### src/sss_defs.svh
// Register offsets, reset values and bit positions of the status summary block.
// Assumes a 32-bit AXI4-Lite slave with word-aligned byte addresses.
`ifndef SSS_DEFS_SVH
`define SSS_DEFS_SVH
`define SSS_OFF_STB       8'h00
`define SSS_OFF_SRE       8'h04
`define SSS_OFF_CMD       8'h08
`define SSS_OFF_QSTAT     8'h0c
`define SSS_OFF_IRQ_STAT  8'h10
`define SSS_OFF_IRQ_MASK  8'h14
`define SSS_OFF_SET_BASE  8'h20
`define SSS_OFF_COND      2'h0
`define SSS_OFF_EVENT     2'h1
`define SSS_OFF_ENABLE    2'h2
`define SSS_RST_REG       16'h0000
`define SSS_RST_BYTE      8'h00
`define SSS_STB_MEAS      0
`define SSS_STB_EAV       2
`define SSS_STB_QUES      3
`define SSS_STB_MAV       4
`define SSS_STB_ESB       5
`define SSS_STB_MSS       6
`define SSS_STB_OPER      7
`define SSS_CMD_CLS       0
`define SSS_CMD_PRESET    1
`define SSS_CMD_QCLR      2
`define SSS_CMD_SYSCLR    3
`define SSS_CMD_SYSPRE    4
`define SSS_CMD_RST       5
`define SSS_CMD_OQ_POP    6
`define SSS_CMD_EQ_POP    7
`define SSS_SET_STD       2'd0
`define SSS_SET_OPER      2'd1
`define SSS_SET_MEAS      2'd2
`define SSS_SET_QUES      2'd3
`define SSS_RESP_OKAY     2'b00
`define SSS_RESP_SLVERR   2'b10
`endif

### src/sss_pkg.sv
// Types shared by the status summary block.
// Assumes sss_defs.svh is compiled alongside.
package sss_pkg;
    typedef struct packed {
        logic [3:0][15:0] cond;
        logic [3:0][15:0] event_set;
    } sss_events_t;
    typedef enum logic [2:0] {
        SSS_IDLE = 3'b001,
        SSS_WRSP = 3'b010,
        SSS_RRSP = 3'b100
    } sss_state_t;
endpackage : sss_pkg

### src/sss_status_summary.sv
// Status summary structure: four register sets, two queue counters, status
// byte and service request, reached over AXI4-Lite.
// Assumes event and condition inputs are synchronous to aclk; queue pushes
// are one-cycle pulses from the same domain.
//
// Behaviour
// - Status byte gathers four set summaries and two queue summaries.
// - Master summary bit set when any summary bit and its enable are set.
// - Condition registers are read-only and follow live conditions.
// - An event latches its event bit to one until that register resets.
// - Set summary is one when any event bit and its enable are set.
// - Each queue raises its summary bit while it holds any entry.
// - Query responses enter the output queue, errors the error queue.
// - Reset clears every register and empties both queues.
// - Writing zero to an enable register clears all its bits.
// - System preset and reset commands leave registers and queues alone.
// - Clear-status resets all four event registers and the error queue.
// - Status preset clears three enable registers, not the error queue.
// - Standard enable register changes only through its own write.
// - Queue clear or system clear empties the error queue.
// - Only enable, mask and command registers accept writes; others are read-only.
// - Enable value is binary weighted, bit n worth two to the n.
// - Register reads return contents in plain binary weighting.
`include "sss_defs.svh"
`timescale 1ns/1ps
`default_nettype none
module sss_status_summary
    import sss_pkg::*;
#(
    parameter int QDEPTH = 16
) (
    input  wire logic        aclk,
    input  wire logic        aresetn,
    input  wire logic [7:0]  s_axi_awaddr,
    input  wire logic        s_axi_awvalid,
    output var  logic        s_axi_awready,
    input  wire logic [31:0] s_axi_wdata,
    input  wire logic [3:0]  s_axi_wstrb,
    input  wire logic        s_axi_wvalid,
    output var  logic        s_axi_wready,
    output var  logic [1:0]  s_axi_bresp,
    output var  logic        s_axi_bvalid,
    input  wire logic        s_axi_bready,
    input  wire logic [7:0]  s_axi_araddr,
    input  wire logic        s_axi_arvalid,
    output var  logic        s_axi_arready,
    output var  logic [31:0] s_axi_rdata,
    output var  logic [1:0]  s_axi_rresp,
    output var  logic        s_axi_rvalid,
    input  wire logic        s_axi_rready,
    input  wire sss_events_t events,
    input  wire logic        out_queue_push,
    input  wire logic        err_queue_push,
    output var  logic        mss,
    output var  logic        irq
);

    localparam int QW = $clog2(QDEPTH + 1);

    ////////////////////////////////////////////////////////////////////////////
    // Address decode helpers.

    function automatic logic is_set_reg(input logic [7:0] a,
                                        input logic [1:0] kind);
        logic [7:0] rel;
        rel        = a - `SSS_OFF_SET_BASE;
        is_set_reg = (a >= `SSS_OFF_SET_BASE) && (rel[7:6] == 2'b00)
                     && (rel[3:2] == kind) && (rel[1:0] == 2'b00);
    endfunction : is_set_reg

    function automatic logic [1:0] set_of(input logic [7:0] a);
        logic [7:0] rel;
        rel    = a - `SSS_OFF_SET_BASE;
        set_of = rel[5:4];
    endfunction : set_of

    ////////////////////////////////////////////////////////////////////////////
    // Bus state.

    sss_state_t  state;
    logic        aw_held;
    logic        w_held;
    logic [7:0]  aw_addr;
    logic [31:0] w_data;
    logic [3:0]  w_strb;
    logic        do_write;
    logic        do_read;
    logic [7:0]  rd_addr;

    logic [3:0][15:0] cond_q;
    logic [3:0][15:0] event_q;
    logic [3:0][15:0] enable_q;
    logic [7:0]       sre;
    logic [7:0]       cmd_pulse;
    logic [QW-1:0]    oq_count;
    logic [QW-1:0]    eq_count;
    logic [1:0]       irq_stat;
    logic [1:0]       irq_mask;
    logic [3:0]       set_summary;
    logic [7:0]       stb;
    logic [31:0]      next_rdata;
    logic             rd_ok;
    logic             wr_ok;
    logic             rd_event;
    logic             rd_irq;

    // A read taken now goes first.
    assign do_write = (state == SSS_IDLE) && aw_held && w_held
                      && !(s_axi_arvalid && s_axi_arready);
    assign do_read  = (state == SSS_IDLE) && !do_write && s_axi_arvalid
                      && s_axi_arready;
    assign rd_addr  = s_axi_araddr;

    always_ff @(posedge aclk) begin
        if (!aresetn) begin
            aw_held <= 1'b0;
            aw_addr <= 8'h00;
        end else if (s_axi_awvalid && s_axi_awready) begin
            aw_held <= 1'b1;
            aw_addr <= s_axi_awaddr;
        end else if (do_write) begin
            aw_held <= 1'b0;
        end
    end

    always_ff @(posedge aclk) begin
        if (!aresetn) begin
            w_held <= 1'b0;
            w_data <= 32'h0000_0000;
            w_strb <= 4'h0;
        end else if (s_axi_wvalid && s_axi_wready) begin
            w_held <= 1'b1;
            w_data <= s_axi_wdata;
            w_strb <= s_axi_wstrb;
        end else if (do_write) begin
            w_held <= 1'b0;
        end
    end

    always_ff @(posedge aclk) begin
        if (!aresetn) begin
            s_axi_awready <= 1'b0;
            s_axi_wready  <= 1'b0;
            s_axi_arready <= 1'b0;
        end else begin
            s_axi_awready <= (state == SSS_IDLE) && !aw_held
                             && !(s_axi_awvalid && s_axi_awready);
            s_axi_wready  <= (state == SSS_IDLE) && !w_held
                             && !(s_axi_wvalid && s_axi_wready);
            s_axi_arready <= (state == SSS_IDLE) && !s_axi_arready
                             && !(aw_held && w_held);
        end
    end

    always_ff @(posedge aclk) begin
        if (!aresetn) begin
            state        <= SSS_IDLE;
            s_axi_bvalid <= 1'b0;
            s_axi_bresp  <= `SSS_RESP_OKAY;
            s_axi_rvalid <= 1'b0;
            s_axi_rresp  <= `SSS_RESP_OKAY;
            s_axi_rdata  <= 32'h0000_0000;
        end else begin
            case (state)
                SSS_IDLE: begin
                    if (do_write) begin
                        state        <= SSS_WRSP;
                        s_axi_bvalid <= 1'b1;
                        s_axi_bresp  <= wr_ok ? `SSS_RESP_OKAY
                                              : `SSS_RESP_SLVERR;
                    end else if (do_read) begin
                        state        <= SSS_RRSP;
                        s_axi_rvalid <= 1'b1;
                        s_axi_rdata  <= next_rdata;
                        s_axi_rresp  <= rd_ok ? `SSS_RESP_OKAY
                                              : `SSS_RESP_SLVERR;
                    end
                end
                SSS_WRSP: begin
                    if (s_axi_bready) begin
                        state        <= SSS_IDLE;
                        s_axi_bvalid <= 1'b0;
                    end
                end
                SSS_RRSP: begin
                    if (s_axi_rready) begin
                        state        <= SSS_IDLE;
                        s_axi_rvalid <= 1'b0;
                    end
                end
                default: begin
                    state        <= SSS_IDLE;
                    s_axi_bvalid <= 1'b0;
                    s_axi_rvalid <= 1'b0;
                end
            endcase
        end
    end

    ////////////////////////////////////////////////////////////////////////////
    // Write decode. Only enable, mask and command words are writable.

    always_comb begin
        wr_ok = (aw_addr == `SSS_OFF_SRE) || (aw_addr == `SSS_OFF_CMD)
                || (aw_addr == `SSS_OFF_IRQ_MASK)
                || is_set_reg(aw_addr, `SSS_OFF_ENABLE);
    end

    always_ff @(posedge aclk) begin
        if (!aresetn) begin
            cmd_pulse <= `SSS_RST_BYTE;
        end else if (do_write && aw_addr == `SSS_OFF_CMD && w_strb[0]) begin
            cmd_pulse <= w_data[7:0];
        end else begin
            cmd_pulse <= `SSS_RST_BYTE;
        end
    end

    always_ff @(posedge aclk) begin
        if (!aresetn) begin
            sre <= `SSS_RST_BYTE;
        end else if (do_write && aw_addr == `SSS_OFF_SRE && w_strb[0]) begin
            sre <= w_data[7:0];
        end
    end

    ////////////////////////////////////////////////////////////////////////////
    // Register sets. Commands land one cycle after the write completes.

    assign rd_event = do_read && is_set_reg(rd_addr, `SSS_OFF_EVENT);

    genvar g;
    generate
        for (g = 0; g < 4; g++) begin : g_set
            logic wr_en;
            logic rd_clr;
            assign wr_en  = do_write && is_set_reg(aw_addr, `SSS_OFF_ENABLE)
                            && set_of(aw_addr) == 2'(g);
            assign rd_clr = rd_event && set_of(rd_addr) == 2'(g);

            always_ff @(posedge aclk) begin
                if (!aresetn) begin
                    cond_q[g] <= `SSS_RST_REG;
                end else begin
                    cond_q[g] <= events.cond[g];
                end
            end

            // Read clears, but an event in that cycle still lands.
            always_ff @(posedge aclk) begin
                if (!aresetn) begin
                    event_q[g] <= `SSS_RST_REG;
                end else if (rd_clr || cmd_pulse[`SSS_CMD_CLS]) begin
                    event_q[g] <= events.event_set[g];
                end else begin
                    event_q[g] <= event_q[g] | events.event_set[g];
                end
            end

            always_ff @(posedge aclk) begin
                if (!aresetn) begin
                    enable_q[g] <= `SSS_RST_REG;
                end else if (wr_en) begin
                    if (w_strb[0]) begin
                        enable_q[g][7:0] <= w_data[7:0];
                    end
                    if (w_strb[1]) begin
                        enable_q[g][15:8] <= w_data[15:8];
                    end
                end else if (cmd_pulse[`SSS_CMD_PRESET]
                             && 2'(g) != `SSS_SET_STD) begin
                    enable_q[g] <= `SSS_RST_REG;
                end
            end

            assign set_summary[g] = |(event_q[g] & enable_q[g]);
        end
    endgenerate

    ////////////////////////////////////////////////////////////////////////////
    // Queue occupancy. The message payloads live elsewhere; only counts here.
    // System preset and reset commands are accepted but touch nothing.

    always_ff @(posedge aclk) begin
        if (!aresetn) begin
            oq_count <= '0;
        end else if (out_queue_push && oq_count != QW'(QDEPTH)) begin
            if (!(cmd_pulse[`SSS_CMD_OQ_POP] && oq_count != '0)) begin
                oq_count <= oq_count + 1'b1;
            end
        end else if (cmd_pulse[`SSS_CMD_OQ_POP] && oq_count != '0) begin
            oq_count <= oq_count - 1'b1;
        end
    end

    always_ff @(posedge aclk) begin
        if (!aresetn) begin
            eq_count <= '0;
        end else if (cmd_pulse[`SSS_CMD_CLS] || cmd_pulse[`SSS_CMD_QCLR]
                     || cmd_pulse[`SSS_CMD_SYSCLR]) begin
            eq_count <= QW'(err_queue_push);
        end else if (err_queue_push && eq_count != QW'(QDEPTH)) begin
            if (!(cmd_pulse[`SSS_CMD_EQ_POP] && eq_count != '0)) begin
                eq_count <= eq_count + 1'b1;
            end
        end else if (cmd_pulse[`SSS_CMD_EQ_POP] && eq_count != '0) begin
            eq_count <= eq_count - 1'b1;
        end
    end

    ////////////////////////////////////////////////////////////////////////////
    // Status byte and service request.

    always_comb begin
        stb = `SSS_RST_BYTE;
        stb[`SSS_STB_MEAS] = set_summary[`SSS_SET_MEAS];
        stb[`SSS_STB_EAV]  = eq_count != '0;
        stb[`SSS_STB_QUES] = set_summary[`SSS_SET_QUES];
        stb[`SSS_STB_MAV]  = oq_count != '0;
        stb[`SSS_STB_ESB]  = set_summary[`SSS_SET_STD];
        stb[`SSS_STB_OPER] = set_summary[`SSS_SET_OPER];
        stb[`SSS_STB_MSS]  = |(stb & sre);
    end

    always_ff @(posedge aclk) begin
        if (!aresetn) begin
            mss <= 1'b0;
        end else begin
            mss <= stb[`SSS_STB_MSS];
        end
    end

    // Interrupt bit 0 latches service request, bit 1 an error push.
    assign rd_irq = do_read && rd_addr == `SSS_OFF_IRQ_STAT;

    always_ff @(posedge aclk) begin
        if (!aresetn) begin
            irq_stat <= 2'h0;
            irq_mask <= 2'h0;
            irq      <= 1'b0;
        end else begin
            irq_stat <= (rd_irq ? 2'h0 : irq_stat)
                        | {err_queue_push, stb[`SSS_STB_MSS]};
            if (do_write && aw_addr == `SSS_OFF_IRQ_MASK && w_strb[0]) begin
                irq_mask <= w_data[1:0];
            end
            irq <= |(irq_stat & irq_mask);
        end
    end

    ////////////////////////////////////////////////////////////////////////////
    // Read mux, zero-extended binary contents.

    always_comb begin
        next_rdata = 32'h0000_0000;
        rd_ok      = 1'b1;
        if (rd_addr == `SSS_OFF_STB) begin
            next_rdata[7:0] = stb;
        end else if (rd_addr == `SSS_OFF_SRE) begin
            next_rdata[7:0] = sre;
        end else if (rd_addr == `SSS_OFF_QSTAT) begin
            next_rdata[15:8] = 8'(eq_count);
            next_rdata[7:0]  = 8'(oq_count);
        end else if (rd_addr == `SSS_OFF_IRQ_STAT) begin
            next_rdata[1:0] = irq_stat;
        end else if (rd_addr == `SSS_OFF_IRQ_MASK) begin
            next_rdata[1:0] = irq_mask;
        end else if (is_set_reg(rd_addr, `SSS_OFF_COND)) begin
            next_rdata[15:0] = cond_q[set_of(rd_addr)];
        end else if (is_set_reg(rd_addr, `SSS_OFF_EVENT)) begin
            next_rdata[15:0] = event_q[set_of(rd_addr)];
        end else if (is_set_reg(rd_addr, `SSS_OFF_ENABLE)) begin
            next_rdata[15:0] = enable_q[set_of(rd_addr)];
        end else begin
            rd_ok = 1'b0;
        end
    end

endmodule : sss_status_summary
`default_nettype wire

### config.mk
export PLATFORM = sky130hd
export DESIGN_NAME = sss_status_summary
export DESIGN_NICKNAME = d
export VERILOG_FILES = /design/src/sss_pkg.sv /design/src/sss_status_summary.sv
export VERILOG_INCLUDE_DIRS = /design/src
export SDC_FILE = /design/constraint.sdc
export NUM_CORES = 1
export LEC_CHECK = 0
export BUFFER_PORTS_ARGS = -buffer_cell sky130_fd_sc_hd__buf_2
export CAP_MARGIN = 20
export CORE_MARGIN = 4
export CORE_UTILIZATION = 50
export DETAILED_ROUTE_END_ITERATION = 8
export PLACE_DENSITY = 0.8
export SYNTH_ARGS = -nofsm -noshare
export SYNTH_HDL_FRONTEND = slang
export SYNTH_SLANG_ARGS = --single-unit
### constraint.sdc
create_clock -name aclk -period 2.5 [get_ports aclk]
set_input_delay 0.125 -clock aclk [delete_from_list [all_inputs] [get_ports aclk]]
set_output_delay 0.125 -clock aclk [all_outputs]
set_load 0.02 [all_outputs]
Yosys cells after proc, flatten, opt, wreduce, memory -nomap -nowiden
Index checks and enable logic that the tools add are counted. W data, S select, Z words.

Output and inout bits: 43. Register bits after elaboration: 280. Latch bits: 0. ROM bits: 0. RAM bits: 0. Memories kept: 0.

Bitwise gates (word level): 15. Shifts and indexed selects: 0. Magnitude comparators: 3. $mul: 0. Add/subtract/negate cells: 6. Div/mod/pow operators: 0. Mux-type cells: 61. Reduce and logical (&&, ||, !) cells: 106. Eq/ne operators: 36.

Operator list (count): $mux W16 (15); $bmux W16 S2 (3); $and A16 B16 Y16 (4); $or A16 B16 Y16 (4); $reduce_or A16 Y1 (4); $mux W8 (6); $logic_and A1 B1 Y1 (47); $mux W5 (6); $mux W14 (2); $ne A2 B2 Y1 const B (13); $reduce_and A2 Y1 (13); $eq A8 B5 Y1 const B (3); $mux W1 (17); $eq A8 B3 Y1 const B (2); $eq A8 B4 Y1 const B (2); $ge A8 B6 Y1 const B (2); $sub A8 B6 Y8 const B (2); $logic_not A2 Y1 (7); $reduce_bool A2 Y1 (7); $eq A2 B2 Y1 const B (6); $mux W3 (4); $add A5 B1 Y5 const B (2); $mux W2 (5); $ne A5 B5 Y1 const B (2); other kinds (22) (49).

Logic depth before layout (Yosys ltp)
Gate-level depths: netlist of the first run.

Depth in word-level cells: 14. Depth in mapped cells: 13. Gate-level depth less buffers: 10.

Worst setup path after synthesis of the first run
OpenSTA, ideal clock, no wires.

Path kind: input to register. Start: in s_axi_araddr[5]. End: reg s_axi_rdata[6]. Arrival time: 2.531 ns. Path buffers: 5. Setup slack: -0.149 ns. Setup time: 0.117 ns. Required time: 2.383 ns. Stages on the path: 13. Path through: buf_4 > buf_2 > clkbuf_1 > inv_1 > ha_1 > and2_1 > a21oi_2 > and4b_1 > clkbuf_1 > buf_2 > a221oi_1 > nor2_1 > a32o_1.

Word-level cells in the longest chain between the ends: 13. Elaborated cells between the ends (all ways): 29.

Ends and longest elaborated chain: from (decl) (line sss_status_summary.sv:44) `input wire logic [7:0] s_axi_araddr,`; $sub A8 B6 Y8 (no source line); $logic_not A2 Y1 (line sss_status_summary.sv:67) `` is_set_reg = (a >= `SSS_OFF_SET_BASE) && (rel[7:6] == 2'b00) ``; $logic_and A1 B1 Y1 (3 in series) (line sss_status_summary.sv:67); $mux W16 (line sss_status_summary.sv:372) `` end else if (is_set_reg(rd_addr, `SSS_OFF_ENABLE)) begin ``; $mux W16 (line sss_status_summary.sv:370) `` end else if (is_set_reg(rd_addr, `SSS_OFF_EVENT)) begin ``; $mux W16 (line sss_status_summary.sv:368) `` end else if (is_set_reg(rd_addr, `SSS_OFF_COND)) begin ``; $mux W14 (line sss_status_summary.sv:366) `` end else if (rd_addr == `SSS_OFF_IRQ_MASK) begin ``; $mux W14 (line sss_status_summary.sv:364) `` end else if (rd_addr == `SSS_OFF_IRQ_STAT) begin ``; $mux W16 (line sss_status_summary.sv:361) `` end else if (rd_addr == `SSS_OFF_QSTAT) begin ``; $mux W8 (line sss_status_summary.sv:359) `` end else if (rd_addr == `SSS_OFF_SRE) begin ``; $mux W8 (*) (line sss_status_summary.sv:357) `` if (rd_addr == `SSS_OFF_STB) begin ``; to (signal assigned) (line sss_status_summary.sv:174) `s_axi_rdata <= next_rdata;`; to (decl) (line sss_status_summary.sv:47) `output var logic [31:0] s_axi_rdata,`.

Mark *: on every way between the ends. The rest lies on a longest branch, timed or not. The select of a mux whose other input is x is not followed. A chain may end at the register's enable or synchronous reset.

Final worst setup path of the first run
Start: reg oq_count[0]. End: reg oq_count[4].

Word-level cells in the longest chain between the ends: 4. Elaborated cells between the ends (all ways): 12.

Ends and longest elaborated chain: from (decl) (line sss_status_summary.sv:95) `logic [QW-1:0] oq_count;`; from (signal assigned) (line sss_status_summary.sv:289) `oq_count <= oq_count + 1'b1;`; from (signal assigned) (line sss_status_summary.sv:292) `oq_count <= oq_count - 1'b1;`; parallel branches: the longest is 4 deep, another holds $sub A5 B1 Y5.

Parallel ways; which one is timed is not known. The select of a mux whose other input is x is not followed.

==> impl_metrics.ini, run 1 <==
[run_status]
outcome = completed

[clocking]
cts_tree = done
clkSinkCount = 276
clk_latency_ns = 0.55
htree_levels = 1
cts_made_buffers = 29
path_clk_slew_ns = 0.06
clockBufferDepth = 3
cts-root-buf = clkbuf_16

[timing]
slew_headroom_pct = 38.9
tightestPinTransition_ns = 0.916
rsz0062_at_grt = true
min_period_over_period_pct = 94.8
drv_slew = 0
setup_viol = 0
fin_crit_ns = 2.37
max_freq_mhz = 422
skew_ns = 0.0111
final_hold_viol_count = 0

[floorplanning]
start_util_pct = 50.9
dieArea_sq_um = 26400
die_h_um = 163
boundaryPins = 232
rows = 56
die_w_um = 163
core_area_sq_um = 23500

[synth]
yosysTopAreaCellShare_pct = 46.2
yosysSeqAreaShare_pct = 46.2
yosys_register_bits = 276
synth-simple-area-share_pct = 19.7
synth_area_leaders = dfxtp_1 (46%), mux4_2 (9.0%), nand2_1 (5.1%)
synth_edf_count = 0
syn_inst = 1215
synth_mux_area_share_pct = 11.6
synth_xor_area_share_pct = 0.660
synth_top_area_cell = dfxtp_1
syn_area_per_cell_sq_um = 9.84
synth_flop_cell = dfxtp_1
synth-adder-area-share_pct = 1.28
synthesis.area_sq_um = 12000
synth_top_family_by_area = simple AND/OR/NAND/NOR gates
async_reset_ff_share_pct = 0
ys_types = 67
ys_warn_count = 0
synth_compound_area_share_pct = 16.9

[power_and_ir_drop]
p_int_uw = 7990
vdd_drop_max_uv = 487
p_leak_uw = 0.00628
p_switching_uw = 2730
p_total_uw = 10700
pwr-share-comb_pct = 14.3
switching_share_pct = 25.4
p_clk_share_pct = 40.4
power_density_nw_per_um2 = 675
p_seq_share_pct = 45.4

[grt]
grt.total_usage_pct = 30.4
grt_max_degree = 101
met2_usage_pct = 53.2
use_met1_pct = 35.7
grt_pass1_wl_mm = 63.4
grt-busiest-layer = met2
grt_use_met3_pct = 7.19
grt_pass1_vias = 11400
antenna_found_initial = 4
grt_overflow_total = 0

[routing]
wl_per_cell_um = 21.4
drt_iter0_markers = 980
drt_first_pass_iters = 6
drc_errors = 0
postRouteAntennaNets = 0
via_per_inst = 5.73
routed_wl_mm = 41.0
vias = 11000

[place]
gp_congestion = 1.03
dp_hpwl_mm = 27.5
portBuffers = 195
dp_cells = 1703

[worst_setup_path]
end_kind = flip-flop
worstPathArrival_ns = 2.84
start_kind = flip-flop
cp_slowest_cell = or4_4
max_stage_delay_ns = 0.53
critical_path.cell_chain = or4_4, o21a_1, inv_2, ha_4, a21o_1, a21oi_2, xnor2_1, or3_1, a21boi_1
crit_fanout = 4
crit_type = flip-flop to flip-flop
worstPathRequired_ns = 2.97

[hold_path]
holdCritPathClass = input port to flip-flop

[final_layout]
final_nets = 1773
drive_above_1_share_pct = 22.2
register_area_sq_um = 5530
areaGrowthSynthToFinish_pct = 32.9
multi_input_area_sq_um = 6100
fillers = 1707
final_cells = 1914
fin_util_pct = 67.7
final_cell_mix = dfxtp_1 (275), buf_2 (194), nand2_1 (162)
layout_commonest_cell = dfxtp_1

[job]
drv_cap = 0
==> routing by layer <==
layer	routed length (um)	part of all wire, %	vias to the layer above
li1	-	-	5028
met1	15100	37	5227
met2	20600	50	549
met3	3330	8.1	163
met4	2040	5.0	2
met5	16	0.039	-
==> state kept, by name, summed over array words and instances (netlist names), 3 cells and up <==
signal       flops
cmd_pulse        6
event_q         64
cond_q          64
aw_addr          8
state            3
w_data          16
oq_count         5
eq_count         5
enable_q        64
sre              8
s_axi_rdata     16
==> repair_timing <==
action                     in CTS  in global routing
resized for setup               1                 10
hold buffers                  157                  0
hold endpoints to repair      160                  0
setup endpoints to repair       1                  3
buffers inserted                0                  1
pin swaps                       0                  1
==> worst max-delay path: cells and delay by family, from the launching register on <==
family | cells | cell delay [ns]
and+or+nand+nor | 2 | 0.83
AOI/OAI and AO/OA | 4 | 0.74
DFF | 1 | 0.31
xor gates and xnor gates | 1 | 0.09
buffers and inverters | 1 | 0.12
adders and majority gates | 1 | 0.22
==> power groups by stage <==
stage | Clock [uW] | Combinational (uW) | Sequential, uW
finish | 4330 | 1530 | 4860
global route | 4540 | 1670 | 4880
CTS | 4350 | 1450 | 4840
detailed placement | 0 | 1260 | 4940
global placement | 0 | 1220 | 4930
floorplan | 0 | 851 | 4870
==> layout make-up <==
cell class	count	area share, %
antenna	4	0.0630
clock buffer	39	5.18
clock inverter	10	0.788
inverter	13	0.307
multi-input combinational	865	38.4
sequential	276	34.8
tap	319	2.51
timing repair buffer	388	17.9
==> final timing paths <==
kind              slack (ns)            start  cells after the start              end
setup / recovery        0.13      oq_count[0]                      9      oq_count[4]
hold / removal          0.02     s_axi_rready                      4         state[2]
setup reg to reg        0.13      oq_count[0]                      9      oq_count[4]
hold reg to reg         0.47  s_axi_rdata[14]                      2  s_axi_rdata[14]
==> logic make-up after synthesis <==
| kind of cell | count (synthesis) |
|---|---|
| fa+ha+maj | 11 |
| buf+inv | 91 |
| flops | 276 |
| other cells | 1 |
| simple gates | 442 |
| xor+xnor | 9 |
| mux | 76 |
| compound gates | 309 |
==> through the flow <==
step / setup slack, ns / area, sq um / hold WS, ns / setup TNS [ns]
2_1_floorplan: 0.00210 / 12000 / 0.252 / 0
3_3_place_gp: 0.0557 / 13300 / 0.332 / 0
3_5_place_dp: 0.00232 / 13300 / 0.334 / 0
4_1_cts: 0.0357 / 15800 / 0.00312 / 0
5_1_grt: -0.0342 / 15900 / 0.0361 / -0.0493
6_report: 0.129 / 15900 / 0.0194 / 0
==> Yosys cell counts (all sizes together), types with 2 or more instances <==
library cell,number
or3b,3
inv,13
nand4,8
a32o,5
o21ai,66
nand2b,5
a41oi,2
a21o,9
nor2b,97
a22oi,16
a221oi,22
clkbuf,44
xor2,2
or4,2
nand3,22
and2,75
xnor2,7
o22a,2
mux4,48
and4,3
mux2i,28
nand3b,2
nor3,12
a21oi,96
buf,34
or3,4
a21boi,41
nor3b,6
ha,9
o21a,14
nor4b,3
fa,2
nor2,27
dfxtp,276
nor4,6
a22o,22
nand2,163
a211oi,3
Power figures use the tool's default switching activity.
==> run 2: changes to the inputs <==
ABC_AREA = 1   (was default)
==> run 2 against run 1 <==
- die area increased by 1.6%
- first-iteration DRC count increased by 52%
- critical path type unchanged
- worst setup slack better by 0.029 ns
- sequential power hardly changed
- total power decreased by 1.3%
==> impl_metrics.ini, run 2 <==
[run_status]
outcome = completed

[synth]
syn_inst = 1697
synth_flop_cell = dfxtp_1
synth_common_cells = nand2_1 (487), dfxtp_1 (276), inv_1 (210), a21oi_1 (189), nor2_1 (97)
synth.most_common_cell = nand2_1
ys_warn_count = 0
ys_types = 47
synth_edf_count = 0
synth_area_leaders = dfxtp_1 (45%), nand2_1 (15%), a21oi_1 (7.8%)
synthesis.area_sq_um = 12200
syn_area_per_cell_sq_um = 7.16
async_reset_ff_share_pct = 0
yosysTopAreaCellShare_pct = 45.5
synth_top_area_cell = dfxtp_1
yosys_register_bits = 276
yosysSeqAreaShare_pct = 45.5

[floorplanning]
start_util_pct = 51.3
rows = 56
die_h_um = 164
die_w_um = 164
core_area_sq_um = 23700
boundaryPins = 232
dieArea_sq_um = 26900

[timing]
rsz0062_at_grt = false
setup_viol = 0
tns_ns = 0
worst_slack_ns = 0.158
drv_slew = 0
skew_ns = 0.0159
max_freq_mhz = 427
min_period_over_period_pct = 93.7
final_hold_viol_count = 0
fin_crit_ns = 2.34
tightestPinTransition_ns = 0.700
slew_headroom_pct = 53.2
hold_slack_ns = 0.161

[grt]
antenna_found_initial = 2
grt_max_degree = 65
grt_pass1_vias = 12900
grt_overflow_total = 0
grt.total_usage_pct = 31.3
grt_pass1_wl_mm = 66.8

[routing]
drc_errors = 0
drt_iter0_markers = 1494
wl_per_cell_um = 18.0
postRouteAntennaNets = 0
drt_first_pass_iters = 7
routed_wl_mm = 43.4
via_per_inst = 5.49
vias = 13200

[power_and_ir_drop]
p_int_uw = 7770
power_density_nw_per_um2 = 655
switching_share_pct = 26.6
p_seq_share_pct = 45.8
p_switching_uw = 2820
p_leak_uw = 0.00757
p_total_uw = 10600
vdd_drop_max_uv = 554
p_clk_share_pct = 40.8
pwr-share-comb_pct = 13.4

[final_layout]
areaGrowthSynthToFinish_pct = 33.1
top_regs = cond_q x64, enable_q x64, event_q x64
layout_commonest_cell = nand2_1
fillers = 1849
final_cell_mix = nand2_1 (485), dfxtp_1 (276), inv_1 (208)
drive_above_1_share_pct = 16.3
final_nets = 2265

[place]
portBuffers = 195
gp_congestion = 0.991
post-place-ws_ns = 0.192
dp_hpwl_mm = 26.9

[clocking]
cts-root-buf = clkbuf_16
path_clk_slew_ns = 0.07
cts_tree = done
htree_levels = 1
clk_latency_ns = 0.55
clkSinkCount = 276
cts_made_buffers = 28
clockBufferDepth = 3

[worst_setup_path]
reg2regPathDepth = 11
regToRegEndpoint = eq_count[4]
critPathLaunch = eq_count[0]
worstPathArrival_ns = 2.78
start_kind = flip-flop
worstPathRequired_ns = 2.93
end_kind = flip-flop
reg2reg_setup_slack_ns = 0.16
crit_type = flip-flop to flip-flop
regToRegStartpoint = eq_count[0]
endpoint = eq_count[4]
crit_fanout = 6

[hold_path]
holdCritPathClass = input port to flip-flop

[job]
drv_cap = 0
## run 2: repair_timing
item,4_1_cts,5_1_grt
hold endpoints to repair,159,0
hold buffers,173,0
endpoints found under the setup margin,0,33
resized for setup,0,11
setup buffers,0,5
## run 2: layer usage
layer / GRT usage (%) / wire length (um) / up-vias / share of wire, %
met5: 0 / 0 / - / 0
met4: 14.1 / 2330 / 0 / 5.4
met3: 4.49 / 3960 / 194 / 9.1
met2: 54.0 / 21100 / 786 / 49
met1: 38.8 / 16000 / 6082 / 37
li1: - / - / 6179 / -
## run 2: worst min path at each step
stage,from,to,slack (ns),cells past startpoint
final,s_axi_wvalid,w_strb[1],0.16,4
after global routing,s_axi_wdata[0],w_data[0],0.15,3
after CTS,s_axi_wdata[0],w_data[0],0.07,3
after detailed placement,events[71],cond_q[7],0.31,3
after global placement,events[124],cond_q[60],0.31,3
after floorplan,events[64],cond_q[0],0.22,2
## run 2: final cells by class
type / count / area, sq um / share of cell area [%]
flip-flops and latches: 276 / 5530 / 34.2
multi-input cells: 1126 / 5410 / 33.5
repair buffers: 402 / 2990 / 18.5
inverters: 231 / 876 / 5.42
clock buffers: 41 / 841 / 5.20
well taps: 319 / 399 / 2.47
clock inverters: 11 / 115 / 0.712
diodes: 4 / 10.0 / 0.0619
## run 2: kinds of logic (layout without fill, tap and decap cells)
family                     after synthesis  in the layout  synth area share, %
adders and majority gates               11             11                 1.26
other                                    1             22               0.0309
buffers and inverters                  312            685                 10.8
AOI/OAI and AO/OA                      368            368                 17.0
DFF                                    276            276                 45.5
and+or+nand+nor                        721            721                 24.8
muxes                                    1              1               0.0927
xor gates and xnor gates                 7              7                0.505
## run 2: worst max-delay path: stages (launching register included)
cell and delay, ns:
dfxtp_1 0.40, inv_1 0.13, nand4_1 0.14, o21ai_0 0.08, buf_4 0.17, fa_1 0.37, nand2_1 0.09, nand2_1 0.06
a21oi_1 0.20, mux2_2 0.37, xor2_1 0.16, nor2_1 0.06
## run 2: metrics by stage
step	std cells	cell area, sq um	utilization [%]
global placement	2176	13400	56.6
global route	2408	16200	68.3
CTS	2401	16100	67.9
floorplan	1714	12200	-
detailed placement	2176	13400	56.6
finish	2410	16200	68.3
## run 2: power groups by stage
stage / clock, uW / sequential, uW / combinational (uW)
after floorplan: 0 / 4880 / 734
after global placement: 0 / 4920 / 1080
after detailed placement: 0 / 4920 / 1110
after CTS: 4310 / 4830 / 1340
after global routing: 4510 / 4860 / 1550
final: 4320 / 4850 / 1420
==> run 3: changes to the inputs <==
CTS_BUF_LIST = sky130_fd_sc_hd__clkbuf_16   (was default)
==> run 3 against run 2 <==
- via count rose by 0.41%
- utilization shrank 0.39 points
- sequential power about the same
- clock power is 5.6% lower
- critical path depth fell by 1
- clock-buffer cell count decreased by 12
- total power decreased by 2.3%
- cell area fell by 0.57%
- critical endpoint is now enable_q[37]
==> impl_metrics.ini, run 3 (synthesis gave the netlist of run 2 again) <==
[run_status]
outcome = completed

[final_layout]
final_cell_mix = nand2_1 (485), dfxtp_1 (276), inv_1 (213)
layout_commonest_cell = nand2_1
drive_above_1_share_pct = 15.8
final_cells = 2404
top_regs = cond_q x64, enable_q x64, event_q x64
final_nets = 2261
areaGrowthSynthToFinish_pct = 32.3

[clocking]
cts-root-buf = clkbuf_16
cts_tree = done
clk_latency_ns = 0.55
clockBufferDepth = 3
cts_made_buffers = 28
path_clk_slew_ns = 0.06
clkSinkCount = 276
htree_levels = 1

[grt]
grt_pass1_wl_mm = 66.4
antenna_found_initial = 1
grt_max_degree = 65
grt_pass1_vias = 13000
grt_overflow_total = 0
grt.total_usage_pct = 31.0

[floorplanning]
die_w_um = 164
dieArea_sq_um = 26900
boundaryPins = 232
core_area_sq_um = 23700
start_util_pct = 51.3
die_h_um = 164
rows = 56

[routing]
drt_first_pass_iters = 7
routed_wl_mm = 43.1
drc_errors = 0
wl_per_cell_um = 17.9
via_per_inst = 5.53
vias = 13300
drt_iter0_markers = 1393
postRouteAntennaNets = 0

[timing]
fin_crit_ns = 2.30
slew_headroom_pct = 55.6
setup_viol = 0
min_period_over_period_pct = 91.9
drv_slew = 0
tns_ns = 0
max_freq_mhz = 435
final_hold_viol_count = 0
skew_ns = 0.0172
tightestPinTransition_ns = 0.665
rsz0062_at_grt = false

[worst_setup_path]
end_kind = flip-flop
crit_type = flip-flop to flip-flop
worstPathArrival_ns = 2.77
start_kind = flip-flop
worstPathRequired_ns = 2.97
cp_slowest_cell = dfxtp_1
path_buf_inv = 2
max_stage_delay_ns = 0.42
path_delay_family = simple AND/OR/NAND/NOR gates
critical_path.cell_chain = inv_2, ha_1, o21ai_0, nor3b_2, nand2_2, nor2_4, nand4_1, clkinvlp_4, nand2_1, a21oi_1
reg2reg_setup_slack_ns = 0.20
crit_fanout = 8

[power_and_ir_drop]
p_seq_share_pct = 46.9
switching_share_pct = 27.1
p_int_uw = 7530
vdd_drop_max_uv = 554
power_density_nw_per_um2 = 643
p_clk_share_pct = 39.5
pwr-share-comb_pct = 13.7
p_leak_uw = 0.00754
p_switching_uw = 2810

[place]
dp_cells = 2176
gp_congestion = 0.991
dp_hpwl_mm = 26.9
portBuffers = 195

[hold_path]
holdCritPathClass = input port to flip-flop

[job]
drv_cap = 0
-- run 3: what timing repair did --
item | CTS | global route
setup endpoints to repair | 0 | 33
endpoints found under the hold margin | 159 | 0
hold buffers | 173 | 0
buffers inserted | 0 | 1
gates resized for setup | 0 | 11
-- run 3: power groups by stage --
stage                     Combinational [uW]  Sequential, uW  Clock, uW
after floorplan                          734            4880          0
after global placement                  1080            4920          0
after detailed placement                1110            4920          0
after CTS                               1340            4830       4070
after global routing                    1540            4860       4260
final                                   1410            4850       4080
-- run 3: final timing paths --
| path | startpoint | end | cells past startpoint |
|---|---|---|---|
| setup / recovery | aw_addr[5] | enable_q[37] | 10 |
| hold / removal | s_axi_wdata[0] | w_data[0] | 3 |
| setup reg to reg | aw_addr[5] | enable_q[37] | 10 |
| hold reg to reg | enable_q[36] | enable_q[36] | 2 |
-- run 3: area by class of cell --
type	instances	area, sq um
diodes	2	5.00
clock buffers	29	726
clock inverters	23	160
fillers	1856	7610
inverters	231	876
multi-input cells	1126	5410
flip-flops and latches	276	5530
well taps	319	399
repair buffers	398	2970
-- run 3: worst reg2reg max path, delay by kind of cell (launching register included) --
| family | cells | cell delay [ns] |
|---|---|---|
| and+or+nand+nor | 5 | 0.88 |
| buffers and inverters | 2 | 0.39 |
| DFF | 1 | 0.42 |
| AOI/OAI and AO/OA | 2 | 0.25 |
| adders and majority gates | 1 | 0.29 |
-- run 3: per-stage QoR --
stage	area, sq um	worst slack, ns	hold WS (ns)	total power (uW)	util [%]
after floorplan	12200	0.302	0.223	5610	-
after global placement	13400	0.306	0.309	6010	56.6
after detailed placement	13400	0.192	0.309	6040	56.6
after CTS	16000	0.122	0.0666	10200	67.6
after global routing	16100	0.0191	0.115	10700	67.9
final	16100	0.203	0.118	10300	67.9
-- run 3: per-layer routing --
layer | track usage (%) | routed length [um] | vias up
met5 | 0 | 0 | -
met4 | 14.8 | 2390 | 0
met3 | 4.64 | 4130 | 194
met2 | 53.8 | 20800 | 843
met1 | 37.8 | 15700 | 6094
li1 | - | - | 6164
